===== config.mk =====
export PLATFORM = sky130hd
export DESIGN_NAME = rab_alarm_backup
export DESIGN_NICKNAME = d
export VERILOG_FILES = /design/src/rtl/rab_pkg.sv /design/src/rtl/rab_alarm_backup.sv
export SDC_FILE = /design/constraint.sdc
export NUM_CORES = 1
export LEC_CHECK = 0
export BUFFER_PORTS_ARGS = -buffer_cell sky130_fd_sc_hd__buf_4
export CAP_MARGIN = 20
export CORE_MARGIN = 8
export CORE_UTILIZATION = 30
export DETAILED_ROUTE_END_ITERATION = 10
export GPL_TIMING_DRIVEN = 1
export HOLD_SLACK_MARGIN = 0.1
export SLEW_MARGIN = 15
export SYNTH_ARGS = -nofsm -noshare
export SYNTH_HDL_FRONTEND = slang
export SYNTH_SLANG_ARGS = --single-unit

===== constraint.sdc =====
create_clock -name clock -period 2.6 [get_ports clock]
set_input_delay 0.39 -clock clock [delete_from_list [all_inputs] [get_ports clock]]
set_output_delay 0.39 -clock clock [all_outputs]
set_load 0.03 [all_outputs]

===== src/rtl/rab_pkg.sv =====
package rab_pkg;

    // ****************************************************************
    // Register map, byte addresses on the APB.
    // ****************************************************************
    localparam logic [7:0] ADDR_ALARM0_SECONDS = 8'h00;
    localparam logic [7:0] ADDR_ALARM0_MINUTES = 8'h04;
    localparam logic [7:0] ADDR_ALARM0_HOURS = 8'h08;
    localparam logic [7:0] ADDR_ALARM0_DATE = 8'h0c;
    localparam logic [7:0] ADDR_ALARM0_MONTH = 8'h10;
    localparam logic [7:0] ADDR_ALARM0_WEEKDAY = 8'h14;
    localparam logic [7:0] ADDR_ALARM_IRQ_CONTROL = 8'h18;
    localparam logic [7:0] ADDR_STATUS = 8'h1c;
    localparam logic [7:0] ADDR_IRQ_MASK = 8'h20;
    localparam logic [7:0] ADDR_BACKUP_CONTROL = 8'h24;

    // ****************************************************************
    // Field positions and reset values.
    // ****************************************************************
    localparam int FIELD_ENABLE_BIT = 7;
    localparam int ALARM0_ENABLE_BIT = 5;
    localparam int PULSE_MODE_BIT = 7;
    localparam int ALARM0_FLAG_BIT = 0;
    localparam int BACKUP_ENTER_BIT = 1;
    localparam int IN_BACKUP_BIT = 2;
    localparam int SWITCHOVER_SELECT_BIT = 0;
    localparam int BUS_INHIBIT_BIT = 1;
    localparam int NUM_FIELDS = 6;
    localparam logic [7:0] ALARM_RESET = 8'h00;
    localparam logic [7:0] CONTROL_RESET = 8'h00;
    localparam logic [1:0] BACKUP_CONTROL_RESET = 2'h0;
    localparam logic [7:0] STATUS_MASK = 8'h03;
    localparam logic [7:0] SECONDS_ROLL = 8'h59;

    // ****************************************************************
    // Timing.
    // ****************************************************************
    localparam int CLOCK_HZ = 200_000_000;
    localparam int FOUT_HZ = 32768;
    localparam int FOUT_HALF_CYCLES = CLOCK_HZ / (2 * FOUT_HZ);
    localparam int PULSE_NS = 20;
    localparam int PULSE_CYCLES = (PULSE_NS * CLOCK_HZ / 1_000_000
        + 999) / 1000;

    // ****************************************************************
    // Types.
    // ****************************************************************
    typedef struct packed {
        logic [7:0] weekday;
        logic [7:0] month;
        logic [7:0] date;
        logic [7:0] hours;
        logic [7:0] minutes;
        logic [7:0] seconds;
    } rab_time_t;

    typedef enum logic [2:0] {
        RAB_IDLE = 3'b001,
        RAB_HELD = 3'b010,
        RAB_PULSE = 3'b100
    } rab_state_t;

endpackage : rab_pkg


===== src/rtl/rab_alarm_backup.sv =====
// Overview of operation
// - Bit 7 enables each alarm field compare.
// - Alarm field values held as BCD.
// - All-zero alarm register leaves field disabled.
// - Single alarm on match; outside pulse mode, at seconds rollover when seconds field disabled.
// - Match sets alarm0 flag, drives output low.
// - Pulse mode repeats output pulse per match.
// - Pulse mode sets flag each trigger, unattended.
// - Power-up default is standard switchover.
// - Standard: backup below lower of trip, battery.
// - Legacy: backup when supply below battery.
// - Select bit: 0 standard, 1 legacy.
// - Inhibit bit disables host bus in backup.
// - EEPROM access blocked in every backup mode.
// - Alarm output keeps working on battery.
// - Legacy battery still alarms; talks unless inhibit bit set.
// - Frequency output defaults to 32.768 kHz.
module rab_alarm_backup #(
    parameter int FOUT_HALF = rab_pkg::FOUT_HALF_CYCLES,
    parameter int PULSE_LEN = rab_pkg::PULSE_CYCLES
) (
    input wire logic clock,
    input wire logic rstn,
    input wire logic clk_en,
    input wire logic psel,
    input wire logic penable,
    input wire logic pwrite,
    input wire logic [7:0] paddr,
    input wire logic [31:0] pwdata,
    output logic [31:0] prdata,
    output logic pready,
    output logic pslverr,
    input wire logic second_tick,
    input wire rab_pkg::rab_time_t now_time,
    input wire logic vdd_below_trip,
    input wire logic vdd_below_bat,
    output logic in_backup,
    output logic host_bus_enable,
    output logic eeprom_enable,
    output logic irq,
    output logic alarm_out_n_o,
    output logic alarm_out_n_oe,
    output logic fout
);
    import rab_pkg::*;

    // ****************************************************************
    // Registers.
    // ****************************************************************
    logic [7:0] alarm0 [NUM_FIELDS];
    logic [7:0] alarm_irq_control;
    logic [7:0] status;
    logic [7:0] irq_mask;
    logic [1:0] backup_control;
    rab_state_t state;
    logic [15:0] fout_count;
    logic [15:0] pulse_count;
    logic fout_level;
    logic [7:0] last_seconds;

    function automatic logic field_ok(input logic [7:0] a,
        input logic [7:0] t);
        field_ok = !a[FIELD_ENABLE_BIT] || (a[6:0] == t[6:0]);
    endfunction : field_ok

    function automatic logic sticky(input logic held, input logic clear,
        input logic set);
        sticky = (held && !clear) || set;
    endfunction : sticky

    // ****************************************************************
    // Bus decode.
    // ****************************************************************
    wire access = psel && penable && clk_en;
    wire wr = access && pwrite;
    wire rd_alarm = paddr < ADDR_ALARM_IRQ_CONTROL;
    wire [2:0] alarm_idx = paddr[4:2];
    wire wr_alarm = wr && rd_alarm && (paddr[1:0] == 2'h0);
    wire wr_ctrl = wr && (paddr == ADDR_ALARM_IRQ_CONTROL);
    wire wr_stat = wr && (paddr == ADDR_STATUS);
    wire wr_mask = wr && (paddr == ADDR_IRQ_MASK);
    wire wr_bkp = wr && (paddr == ADDR_BACKUP_CONTROL);
    wire mapped = (paddr[1:0] == 2'h0) && (paddr <= ADDR_BACKUP_CONTROL);

    // ****************************************************************
    // Backup selection.
    // ****************************************************************
    wire legacy = backup_control[SWITCHOVER_SELECT_BIT];
    wire inhibit = backup_control[BUS_INHIBIT_BIT];
    wire next_backup = legacy ? vdd_below_bat
        : (vdd_below_trip && vdd_below_bat);
    wire backup_entry = next_backup && !in_backup;

    // ****************************************************************
    // Alarm match.
    // ****************************************************************
    wire [7:0] fields [NUM_FIELDS];
    assign fields[0] = now_time.seconds;
    assign fields[1] = now_time.minutes;
    assign fields[2] = now_time.hours;
    assign fields[3] = now_time.date;
    assign fields[4] = now_time.month;
    assign fields[5] = now_time.weekday;
    logic all_match;
    always_comb
    begin
        all_match = 1'b1;
        for (int i = 0; i < NUM_FIELDS; i++)
        begin
            all_match = all_match && field_ok(alarm0[i], fields[i]);
        end
    end
    wire seconds_rolled = (last_seconds == SECONDS_ROLL)
        && (now_time.seconds == 8'h00);
    wire al_en = alarm_irq_control[ALARM0_ENABLE_BIT];
    wire pulse_mode = alarm_irq_control[PULSE_MODE_BIT];
    wire any_enabled = alarm0[0][7] | alarm0[1][7] | alarm0[2][7]
        | alarm0[3][7] | alarm0[4][7] | alarm0[5][7];
    wire sec_enabled = alarm0[0][FIELD_ENABLE_BIT];
    wire match_edge = second_tick && al_en && any_enabled && all_match
        && (pulse_mode || sec_enabled || seconds_rolled);
    wire clr_flag = wr_stat && pwdata[ALARM0_FLAG_BIT];
    wire clr_entry = wr_stat && pwdata[BACKUP_ENTER_BIT];
    wire [7:0] next_status = {6'h00,
        sticky(status[BACKUP_ENTER_BIT], clr_entry, backup_entry),
        sticky(status[ALARM0_FLAG_BIT], clr_flag, match_edge)};

    // ****************************************************************
    // Read selection.
    // ****************************************************************
    wire setup = psel && !penable;
    wire [7:0] status_view = {status[7:3], in_backup, status[1:0]};
    wire [7:0] alarm_view = (rd_alarm && mapped) ? alarm0[alarm_idx]
        : 8'h00;
    logic [7:0] read_byte;
    always_comb
    begin
        case (paddr)
            ADDR_ALARM_IRQ_CONTROL: read_byte = alarm_irq_control;
            ADDR_STATUS: read_byte = status_view;
            ADDR_IRQ_MASK: read_byte = irq_mask;
            ADDR_BACKUP_CONTROL: read_byte = {6'h00, backup_control};
            default: read_byte = alarm_view;
        endcase
    end
    wire [31:0] next_prdata = setup ? {24'h00_0000, read_byte} : 32'h0;

    // ****************************************************************
    // Writable registers.
    // ****************************************************************
    always_ff @(posedge clock or negedge rstn)
    begin
        if (!rstn)
        begin
            for (int i = 0; i < NUM_FIELDS; i++)
            begin
                alarm0[i] <= ALARM_RESET;
            end
        end
        else if (wr_alarm)
        begin
            alarm0[alarm_idx] <= pwdata[7:0];
        end
    end

    always_ff @(posedge clock or negedge rstn)
    begin
        if (!rstn)
        begin
            alarm_irq_control <= CONTROL_RESET;
        end
        else if (wr_ctrl)
        begin
            alarm_irq_control <= pwdata[7:0];
        end
    end

    always_ff @(posedge clock or negedge rstn)
    begin
        if (!rstn)
        begin
            irq_mask <= 8'h00;
        end
        else if (wr_mask)
        begin
            irq_mask <= pwdata[7:0] & STATUS_MASK;
        end
    end

    always_ff @(posedge clock or negedge rstn)
    begin
        if (!rstn)
        begin
            backup_control <= BACKUP_CONTROL_RESET;
        end
        else if (wr_bkp)
        begin
            backup_control <= pwdata[1:0];
        end
    end

    // ****************************************************************
    // Status and backup state.
    // ****************************************************************
    always_ff @(posedge clock or negedge rstn)
    begin
        if (!rstn)
        begin
            status <= 8'h00;
        end
        else if (clk_en)
        begin
            status <= next_status;
        end
    end

    always_ff @(posedge clock or negedge rstn)
    begin
        if (!rstn)
        begin
            in_backup <= 1'b0;
        end
        else if (clk_en)
        begin
            in_backup <= next_backup;
        end
    end

    always_ff @(posedge clock or negedge rstn)
    begin
        if (!rstn)
        begin
            last_seconds <= 8'h00;
        end
        else if (clk_en && second_tick)
        begin
            last_seconds <= now_time.seconds;
        end
    end

    // ****************************************************************
    // Alarm output state machine.
    // ****************************************************************
    always_ff @(posedge clock or negedge rstn)
    begin
        if (!rstn)
        begin
            state <= RAB_IDLE;
            pulse_count <= 16'h0000;
        end
        else if (clk_en)
        begin
            case (state)
                RAB_IDLE:
                begin
                    if (match_edge && pulse_mode)
                    begin
                        state <= RAB_PULSE;
                        pulse_count <= 16'(PULSE_LEN - 1);
                    end
                    else if (match_edge)
                    begin
                        state <= RAB_HELD;
                    end
                end
                RAB_HELD:
                begin
                    if (clr_flag && !match_edge)
                    begin
                        state <= RAB_IDLE;
                    end
                end
                RAB_PULSE:
                begin
                    if (pulse_count == 16'h0000)
                    begin
                        state <= RAB_IDLE;
                    end
                    else
                    begin
                        pulse_count <= pulse_count - 16'h0001;
                    end
                end
                default:
                begin
                    state <= RAB_IDLE;
                end
            endcase
        end
    end

    // ****************************************************************
    // Frequency output.
    // ****************************************************************
    always_ff @(posedge clock or negedge rstn)
    begin
        if (!rstn)
        begin
            fout_count <= 16'h0000;
            fout_level <= 1'b0;
        end
        else if (clk_en)
        begin
            if (fout_count == 16'(FOUT_HALF - 1))
            begin
                fout_count <= 16'h0000;
                fout_level <= !fout_level;
            end
            else
            begin
                fout_count <= fout_count + 16'h0001;
            end
        end
    end

    always_ff @(posedge clock or negedge rstn)
    begin
        if (!rstn)
        begin
            fout <= 1'b0;
        end
        else if (clk_en)
        begin
            fout <= fout_level;
        end
    end

    // ****************************************************************
    // Pin and interrupt outputs.
    // ****************************************************************
    always_ff @(posedge clock or negedge rstn)
    begin
        if (!rstn)
        begin
            alarm_out_n_o <= 1'b0;
            alarm_out_n_oe <= 1'b0;
        end
        else if (clk_en)
        begin
            alarm_out_n_o <= 1'b0;
            alarm_out_n_oe <= (state != RAB_IDLE);
        end
    end

    always_ff @(posedge clock or negedge rstn)
    begin
        if (!rstn)
        begin
            irq <= 1'b0;
        end
        else if (clk_en)
        begin
            irq <= |(next_status & irq_mask);
        end
    end

    always_ff @(posedge clock or negedge rstn)
    begin
        if (!rstn)
        begin
            host_bus_enable <= 1'b1;
            eeprom_enable <= 1'b1;
        end
        else if (clk_en)
        begin
            host_bus_enable <= !(next_backup && inhibit);
            eeprom_enable <= !next_backup;
        end
    end

    // ****************************************************************
    // Bus answer.
    // ****************************************************************
    always_ff @(posedge clock or negedge rstn)
    begin
        if (!rstn)
        begin
            pready <= 1'b0;
            pslverr <= 1'b0;
            prdata <= 32'h0000_0000;
        end
        else if (clk_en)
        begin
            pready <= setup;
            pslverr <= setup && !mapped;
            prdata <= next_prdata;
        end
    end

endmodule : rab_alarm_backup


==> impl_metrics.env, run 1 <==
export IMPL_status="complete, no violations"
export IMPL_ir_worst_vdd_mv=0.443
export IMPL_synth_most_common_cell="dfrtp_1"
export IMPL_fin_crit_sh_pct=99.7
export IMPL_antenna_found_initial=0
export IMPL_path_clk_slew_ps=60
export IMPL_cts_tree="built"
export IMPL_dp_hpwl_microns=12700
export IMPL_clockRootBuffer="clkbuf_16"
export IMPL_async_reset_ff_share_pct=100
export IMPL_setup_viol=0
export IMPL_r2r_cells=9
export IMPL_wl_microns=17600
export IMPL_finClkSkew_ps=9.08
export IMPL_cp_max_fo=5
export IMPL_drv_slew=0
export IMPL_insertion_delay_ps=420
export IMPL_clock_path_buffers=2
export IMPL_crit_required_ps=2900
export IMPL_ys_top_cells_by_count="dfrtp_1 (119), mux2_2 (69), nor2_1 (38)"
export IMPL_hold_viol=0
export IMPL_final_area_sq_um=8140
export IMPL_final_nets=804
export IMPL_hold_path_class="in2async"
export IMPL_synthTopCellsByArea="dfrtp_1 (46%), mux2_2 (12%), xnor2_1 (3.8%)"
export IMPL_core_sq_um=21100
export IMPL_grt_max_degree=123
export IMPL_numClockSinks=122
export IMPL_yosysWarnings=0
export IMPL_cts_buffers=17
export IMPL_yosysUniqueCellTypes=61
export IMPL_drtIter0Drc=287
export IMPL_synth_ff_type="dfrtp_1"
export IMPL_synth_top_cell_area_share_pct=46.2
export IMPL_synthCells=595
export IMPL_yosysTopAreaCell="dfrtp_1"
export IMPL_period_minus_slack_ps=2590
export IMPL_p_leak_nw=3.83
export IMPL_critical_path_class="reg2reg"
export IMPL_total_power_mw=5.07
export IMPL_die_area_sq_um=26400
export IMPL_powerDensity_nw_per_um2=622
export IMPL_htreeDepth=4
export IMPL_numPortBuffers=83
export IMPL_grt_usage_pct=13.4
export IMPL_max_slew_margin_pct=54.8
export IMPL_tightest_slew_ps=679
export IMPL_critical_path_endpoint_type="flop"
export IMPL_grt_pass1_wl_microns=27500
export IMPL_initial_core_util_pct=30.6
export IMPL_drtAntennaViolNets=0
export IMPL_io_pins=138
export IMPL_whs_ps=57.4
export IMPL_place_ws_ps=-12.6
export IMPL_crit_path_start_kind="flop"
export IMPL_first_pass_iters=5
export IMPL_syn_area_sq_um=6450
export IMPL_rsz0062_at_grt="yes"
export IMPL_vias=4942
export IMPL_die_h_microns=163
export IMPL_grt_pass1_vias=4896
export IMPL_worst_ep_arrival_time_ps=2890
export IMPL_gr_total_overflow=0
export IMPL_fin_ws_ps=6.65
export IMPL_syn_area_per_cell_sq_um=10.8
export IMPL_fmax_mhz=386
export IMPL_die_w_microns=163
export IMPL_wl_per_cell_microns=17.8
export IMPL_diodes=0
export IMPL_ys_ff_latch=122
export IMPL_via_per_inst=4.99
export IMPL_num_rows=53
export IMPL_syn2layout_area_growth_pct=26.3
export IMPL_routabilityCongestion=0.828
export IMPL_dpl_cell_area_sq_um=7400
export IMPL_yosysSeqAreaShare_pct=47.4
export IMPL_maxCapViolCount=0
export IMPL_drc=0
export IMPL_drive_above_1_share_pct=32.4
export IMPL_synth_edff_count=0
-- area by class of cell --
cell class | count | area, sq um
fillers | 2089 | 12900
multi-input cells | 436 | 3210
flip-flops and latches | 122 | 3060
repair buffers | 108 | 825
clock buffers | 21 | 470
well taps | 275 | 344
clock inverters | 10 | 165
inverters | 19 | 71.3
-- per-layer routing --
metal / part of all wire (%) / GRT usage (%) / up-vias / routed length (microns)
li1: - / - / 2336 / -
met1: 48 / 18.8 / 2452 / 8420
met2: 45 / 19.8 / 144 / 7870
met3: 6.6 / 3.84 / 10 / 1160
met4: 0.85 / 3.92 / 0 / 149
met5: 0 / 0 / - / 0
-- per-stage QoR --
stage	setup TNS [ps]	instances	util, %
3_5_place_dp	-23.4	954	35.1
3_3_place_gp	0	954	35.1
2_1_floorplan	0	619	-
5_1_grt	-1050	991	38.6
6_report	0	991	38.6
4_1_cts	-112	990	38.4
-- placed cells by master, fill, tap and decap left out, drive strengths merged, types with 25 or more instances in the layout --
cell	instances
buf	108
mux2	70
nor2	38
dfrtp	119
conb	25
nand2	37
a21oi	25
xnor2	28
xor2	26
o21ai	29
-- registers in the layout (all words and copies together) (netlist names), 2 cells and up --
name               cells
irq_mask               2
pulse_count           16
prdata                 8
fout_count            16
alarm0                48
last_seconds           8
alarm_irq_control      8
backup_control         2
status                 2
state                  3
-- report_power, final --
| part | leakage (nW) | internal [mW] | switching [mW] |
|---|---|---|---|
| clock | 0.302 | 1.68 | 0.864 |
| sequential | 1.63 | 1.97 | 0.0735 |
| combinational | 1.90 | 0.196 | 0.283 |
-- timing repair --
| item | in CTS | in global routing |
|---|---|---|
| hold buffers | 0 | 0 |
| hold endpoints to repair | 0 | 0 |
| gates resized for setup | 7 | 8 |
| buffers inserted | 5 | 0 |
| cloned | 0 | 1 |
| setup endpoints to repair | 10 | 15 |
| pin swaps | 5 | 8 |
-- worst max-delay path: stages (launching register included) --
cell and delay, ps:
dfrtp_1 390, inv_2 90, ha_4 130, or3b_4 370
or3_4 350, nor4_4 180, a31oi_2 160, and2_4 200
a41oi_4 280, mux2_4 330
-- final timing paths --
path | from | endpoint | slack, ps
max in group asynchronous | rstn | fout_count[9]$_DFFE_PN0P_ | 2020
worst max register to register | pulse_count[0]$_DFFE_PN0P_ | pulse_count[1]$_DFFE_PN0P_ | 7
worst min-delay path | rstn | alarm0[0]$_DFFE_PN0P_ | 60
min in group clock | now_time[7] | last_seconds[7]$_DFFE_PN0P_ | 220
worst min register to register | fout_count[15]$_DFFE_PN0P_ | fout_count[15]$_DFFE_PN0P_ | 470
worst max-delay path | pulse_count[0]$_DFFE_PN0P_ | pulse_count[1]$_DFFE_PN0P_ | 7
-- cell families after synthesis --
kind of cell	after synthesis	share of synthesized area, %
other	1	0.0581
buffers and inverters	61	5.12
flip-flops	122	47.4
adder cells (fa/ha/maj)	3	0.582
AO/OA/AOI/OAI	128	13.7
multiplexers	80	13.8
XOR/XNOR	54	7.33
AND/OR/NAND/NOR	146	12.0
(Power assumes the default switching activity.)
==> run 2: changes to the inputs <==
BUFFER_PORTS_ARGS = -buffer_cell sky130_fd_sc_hd__clkbuf_2   (was -buffer_cell sky130_fd_sc_hd__buf_4)
==> run 2 against run 1 <==
Setup slack improved by 58 ps. Largest power group unchanged. Wire length barely moved. Sequential power barely moved. Final area fell by 2.7%. Count of clock-buffer cells in the layout fell by 2. Register-to-register slack improved by 60 ps.
==> impl_metrics.env, run 2 (synthesis gave the netlist of run 1 again) <==
export IMPL_drc=0
export IMPL_tightest_slew_ps=568
export IMPL_largest_register="alarm0"
export IMPL_num_rows=53
export IMPL_numPortBuffers=83
export IMPL_ir_worst_vdd_mv=0.427
export IMPL_critical_path_class="reg2reg"
export IMPL_fmax_mhz=394
export IMPL_grt_max_degree=43
export IMPL_largest_registers="alarm0: 48 flops, fout_count: 16 flops, pulse_count: 16 flops"
export IMPL_io_pins=138
export IMPL_reg2reg_to="pulse_count[1]$_DFFE_PN0P_"
export IMPL_place_ws_ps=39.8
export IMPL_via_per_inst=4.92
export IMPL_setup_viol=0
export IMPL_hold_path_class="in2reg"
export IMPL_critPathSlowestCell="dfrtp_1"
export IMPL_critical_path_endpoint_type="flop"
export IMPL_worstPathCellList="inv_2 -> ha_4 -> or3b_4 -> or3_4 -> nor4_4 -> a31oi_2 -> and2_4 -> a41oi_4 -> mux2_4"
export IMPL_p_leak_nw=3.77
export IMPL_fin_ws_ps=64.6
export IMPL_cts_tree="built"
export IMPL_clockRootBuffer="clkbuf_16"
export IMPL_fin_crit_sh_pct=97.5
export IMPL_crit_family="simple AND/OR/NAND/NOR gates"
export IMPL_whs_path_depth=2
export IMPL_antenna_found_initial=1
export IMPL_crit_start="pulse_count[0]$_DFFE_PN0P_"
export IMPL_finClkSkew_ps=9.59
export IMPL_path_clk_slew_ps=60
export IMPL_n_fill_cell=2118
export IMPL_dp_cells=963
export IMPL_reg2reg_from="pulse_count[0]$_DFFE_PN0P_"
export IMPL_crit_path_start_kind="flop"
export IMPL_reg2reg_setup_slack_ps=60
export IMPL_dpl_cell_area_sq_um=7280
export IMPL_max_slew_margin_pct=62.2
export IMPL_insertion_delay_ps=420
export IMPL_routabilityCongestion=0.860
export IMPL_min_from="now_time[7]"
export IMPL_final_nets=809
export IMPL_drtAntennaViolNets=0
export IMPL_final_area_sq_um=7920
export IMPL_final_common_cell="dfrtp_1"
export IMPL_dp_hpwl_microns=13000
export IMPL_finalNonFillerCells=997
export IMPL_grt_pass1_wl_microns=27600
export IMPL_numClockSinks=122
export IMPL_whs_ps=238
export IMPL_r2r_cells=9
export IMPL_path_depth=9
export IMPL_hold_viol=0
export IMPL_cp_max_fo=4
export IMPL_die_h_microns=163
export IMPL_mostFrequentLayoutCells="dfrtp_1 (119), clkbuf_2 (82), mux2_2 (69), nor2_1 (38), nand2_1 (37)"
export IMPL_initial_core_util_pct=30.6
export IMPL_grt_usage_pct=13.5
export IMPL_grt_pass1_vias=4947
export IMPL_diodes=0
export IMPL_die_w_microns=163
export IMPL_period_minus_slack_ps=2540
export IMPL_cts_buffers=17
export IMPL_worst_ep_arrival_time_ps=2840
export IMPL_drv_slew=0
export IMPL_crit_required_ps=2900
export IMPL_drive_above_1_share_pct=31.7
export IMPL_die_area_sq_um=26400
export IMPL_first_pass_iters=5
export IMPL_htreeDepth=4
export IMPL_gr_total_overflow=0
export IMPL_vias=4902
export IMPL_clock_path_buffers=2
export IMPL_holdPathEnd="last_seconds[7]$_DFFE_PN0P_"
export IMPL_syn2layout_area_growth_pct=22.9
export IMPL_maxCapViolCount=0
export IMPL_wl_microns=17600
export IMPL_final_util_pct=37.6
export IMPL_wl_per_cell_microns=17.7
export IMPL_core_sq_um=21100
export IMPL_rsz0062_at_grt="yes"
export IMPL_critPathBufInv=1
export IMPL_drtIter0Drc=327
export IMPL_largest_reg_flops=48
export IMPL_cp_slowest_stage_delay_ps=390
export IMPL_status="complete, no violations"
export IMPL_powerDensity_nw_per_um2=623
[run 2: changes by cell type in the layout (fill, tap and decap cells not counted), moves of 2 or more]
| cell | change |
|---|---|
| clkinv_4 | +4 |
| or3_1 | +2 |
| buf_4 | -78 |
| clkbuf_8 | -3 |
| a22oi_1 | +2 |
| a22oi_2 | -2 |
| or3_4 | -2 |
| clkbuf_2 | +82 |
[run 2: layout make-up]
class	count	area, sq um	share of cell area, %
clock buffer	19	433	5.46
clock inverter	13	170	2.15
inverter	19	71.3	0.900
multi-input combinational	436	3170	40.1
sequential	122	3060	38.6
tap	275	344	4.34
timing repair buffer	113	674	8.51
[run 2: how the worst max path moves through the flow]
| stage | slack (ps) | end |
|---|---|---|
| 2_1_floorplan | 20 | pulse_count[1]$_DFFE_PN0P_ |
| 3_3_place_gp | 90 | pulse_count[1]$_DFFE_PN0P_ |
| 3_5_place_dp | 40 | pulse_count[1]$_DFFE_PN0P_ |
| 4_1_cts | 30 | pulse_count[1]$_DFFE_PN0P_ |
| 5_1_grt | -30 | pulse_count[1]$_DFFE_PN0P_ |
| 6_report | 60 | pulse_count[1]$_DFFE_PN0P_ |
[run 2: through the flow]
stage / TNS [ps] / power (mW)
floorplan: 0 / 2.35
global placement: 0 / 2.52
detailed placement: 0 / 2.53
CTS: 0 / 4.99
global route: -43.8 / 5.14
finish: 0 / 4.93
[run 2: per-layer routing]
metal,GRT usage (%),up-vias,share of wire (%)
met3,3.92,13,6.4
met1,18.6,2419,48
met5,0,-,0.057
li1,-,2341,-
met2,20.3,127,44
met4,3.71,2,0.96
[run 2: timing repair]
| action | in CTS | in global routing |
|---|---|---|
| hold buffers | 1 | 0 |
| endpoints found under the hold margin | 39 | 0 |
| setup endpoints to repair | 0 | 13 |
| setup buffers | 0 | 1 |
| gates resized for setup | 0 | 6 |
[run 2: report_power, final]
part | total, mW | internal (mW) | switching, mW
Sequential | 2.05 | 1.97 | 0.0732
Combinational | 0.453 | 0.170 | 0.283
Clock | 2.43 | 1.51 | 0.920
Total | 4.93 | 3.66 | 1.28
==> run 3: changes to the inputs <==
CTS_BUF_LIST = sky130_fd_sc_hd__clkbuf_4 sky130_fd_sc_hd__clkbuf_8 sky130_fd_sc_hd__clkbuf_16   (was default)
==> run 3 against run 2 <==
Sequential power barely moved. Largest power group unchanged. Critical path depth is the same. Final area rose by 0.21%. Die area unchanged. Sequential share of layout area down 0.079 points. Count of clock-buffer cells in the layout stayed put. Clock power about the same. Hold slack better by 1.1 ps. Via count decreased by 0.22%. Non-clock buffer count up 1. Clock skew grew 3.4 ps.
==> impl_metrics.env, run 3 (synthesis gave the netlist of run 1 again) <==
export IMPL_largest_register="alarm0"
export IMPL_clockRootBuffer="clkbuf_16"
export IMPL_status="complete, no violations"
export IMPL_initial_core_util_pct=30.6
export IMPL_via_per_inst=4.90
export IMPL_drtIter0Drc=319
export IMPL_cp_max_fo=4
export IMPL_vias=4891
export IMPL_ir_worst_vdd_mv=0.424
export IMPL_dp_cells=963
export IMPL_grt_pass1_vias=4933
export IMPL_fmax_mhz=398
export IMPL_die_h_microns=163
export IMPL_syn2layout_area_growth_pct=23.1
export IMPL_routabilityCongestion=0.860
export IMPL_final_util_pct=37.7
export IMPL_insertion_delay_ps=420
export IMPL_p_leak_nw=3.79
export IMPL_finalNonFillerCells=998
export IMPL_finClkSkew_ps=13.0
export IMPL_cts_tree="built"
export IMPL_largest_registers="alarm0: 48 flops, fout_count: 16 flops, pulse_count: 16 flops"
export IMPL_io_pins=138
export IMPL_grt_pass1_wl_microns=27700
export IMPL_maxCapViolCount=0
export IMPL_setup_viol=0
export IMPL_total_power_mw=4.95
export IMPL_path_clk_slew_ps=60
export IMPL_core_sq_um=21100
export IMPL_period_minus_slack_ps=2510
export IMPL_wl_per_cell_microns=17.6
export IMPL_largest_reg_flops=48
export IMPL_wl_microns=17600
export IMPL_numPortBuffers=83
export IMPL_grt_max_degree=43
export IMPL_clock_path_buffers=2
export IMPL_dp_hpwl_microns=13000
export IMPL_drc=0
export IMPL_numClockSinks=122
export IMPL_setup_tns_ps=0
export IMPL_final_common_cell="dfrtp_1"
export IMPL_die_w_microns=163
export IMPL_hold_viol=0
export IMPL_drive_above_1_share_pct=32.2
export IMPL_num_rows=53
export IMPL_crit_path_start_kind="flop"
export IMPL_powerDensity_nw_per_um2=624
export IMPL_reg2reg_setup_slack_ps=90
export IMPL_critical_path_class="reg2reg"
export IMPL_mostFrequentLayoutCells="dfrtp_1 (119), clkbuf_2 (82), mux2_2 (69), nor2_1 (38), nand2_1 (37)"
export IMPL_tightest_slew_ps=573
export IMPL_grt_usage_pct=13.5
export IMPL_hold_path_class="in2reg"
export IMPL_drtAntennaViolNets=0
export IMPL_diodes=0
export IMPL_critical_path_endpoint_type="flop"
export IMPL_cts_buffers=17
export IMPL_first_pass_iters=5
export IMPL_final_nets=810
export IMPL_drv_slew=0
export IMPL_crit_required_ps=2900
export IMPL_antenna_found_initial=1
export IMPL_die_area_sq_um=26400
export IMPL_worst_ep_arrival_time_ps=2810
export IMPL_gr_total_overflow=0
export IMPL_max_slew_margin_pct=61.8
export IMPL_fin_crit_sh_pct=96.7
export IMPL_htreeDepth=4
-- run 3: changes by cell type in the layout (fill, tap and decap cells not counted) --
cell,previous run,this run
buf_4,27,29
clkbuf_1,2,0
clkbuf_4,0,2
buf_6,1,0
or3_1,6,5
or3_4,3,4
-- run 3: per-layer routing --
layer	wire length, microns	GRT usage (%)	up-vias
met5	10	0	-
met2	7820	20.4	118
met3	1090	3.92	9
met1	8560	18.6	2418
met4	121	3.50	2
li1	-	-	2344
-- run 3: layout make-up --
cell class	instances	area [sq um]
fillers	2115	13100
multi-input cells	436	3180
flip-flops and latches	122	3060
repair buffers	114	678
clock buffers	19	440
well taps	275	344
clock inverters	13	170
inverters	19	71.3
-- run 3: timing repair --
item	in CTS	in global routing
gates resized for setup	0	6
hold buffers	1	0
setup buffers	0	2
setup endpoints to repair	0	13
hold endpoints to repair	39	0
-- run 3: worst max-delay path, cell delays in order, from the launching register on --
cell and delay, ps:
dfrtp_1 390, inv_2 90, ha_4 130, or3b_4 370, or3_4 360, nor4_4 180
a31oi_2 140, and2_4 190, a41oi_4 230, mux2_4 320
-- run 3: report_power, final --
part / switching, mW / internal (mW) / total [mW]
clock: 0.918 / 1.54 / 2.45
combinational: 0.283 / 0.170 / 0.453
sequential: 0.0737 / 1.97 / 2.05
total: 1.27 / 3.68 / 4.95
-- run 3: worst paths after layout --
| kind | start | cells past startpoint | endpoint |
|---|---|---|---|
| setup / recovery | pulse_count[0]$_DFFE_PN0P_ | 9 | pulse_count[1]$_DFFE_PN0P_ |
| hold / removal | now_time[7] | 2 | last_seconds[7]$_DFFE_PN0P_ |
| setup reg to reg | pulse_count[0]$_DFFE_PN0P_ | 9 | pulse_count[1]$_DFFE_PN0P_ |
| hold reg to reg | fout_level$_DFFE_PN0P_ | 1 | fout_level$_DFFE_PN0P_ |
| max in group asynchronous | rstn | 3 | host_bus_enable$_DFFE_PN1P_ |
| min in group asynchronous | rstn | 2 | alarm0[4]$_DFFE_PN0P_ |
-- run 3: per-stage QoR --
stage	cell area, sq um	hold slack (ps)	worst slack (ps)
2_1_floorplan	6540	94.4	20.1
3_3_place_gp	7280	427	86.4
3_5_place_dp	7280	432	39.8
4_1_cts	7900	231	26.3
5_1_grt	7940	233	-9.82
6_report	7940	239	85.2
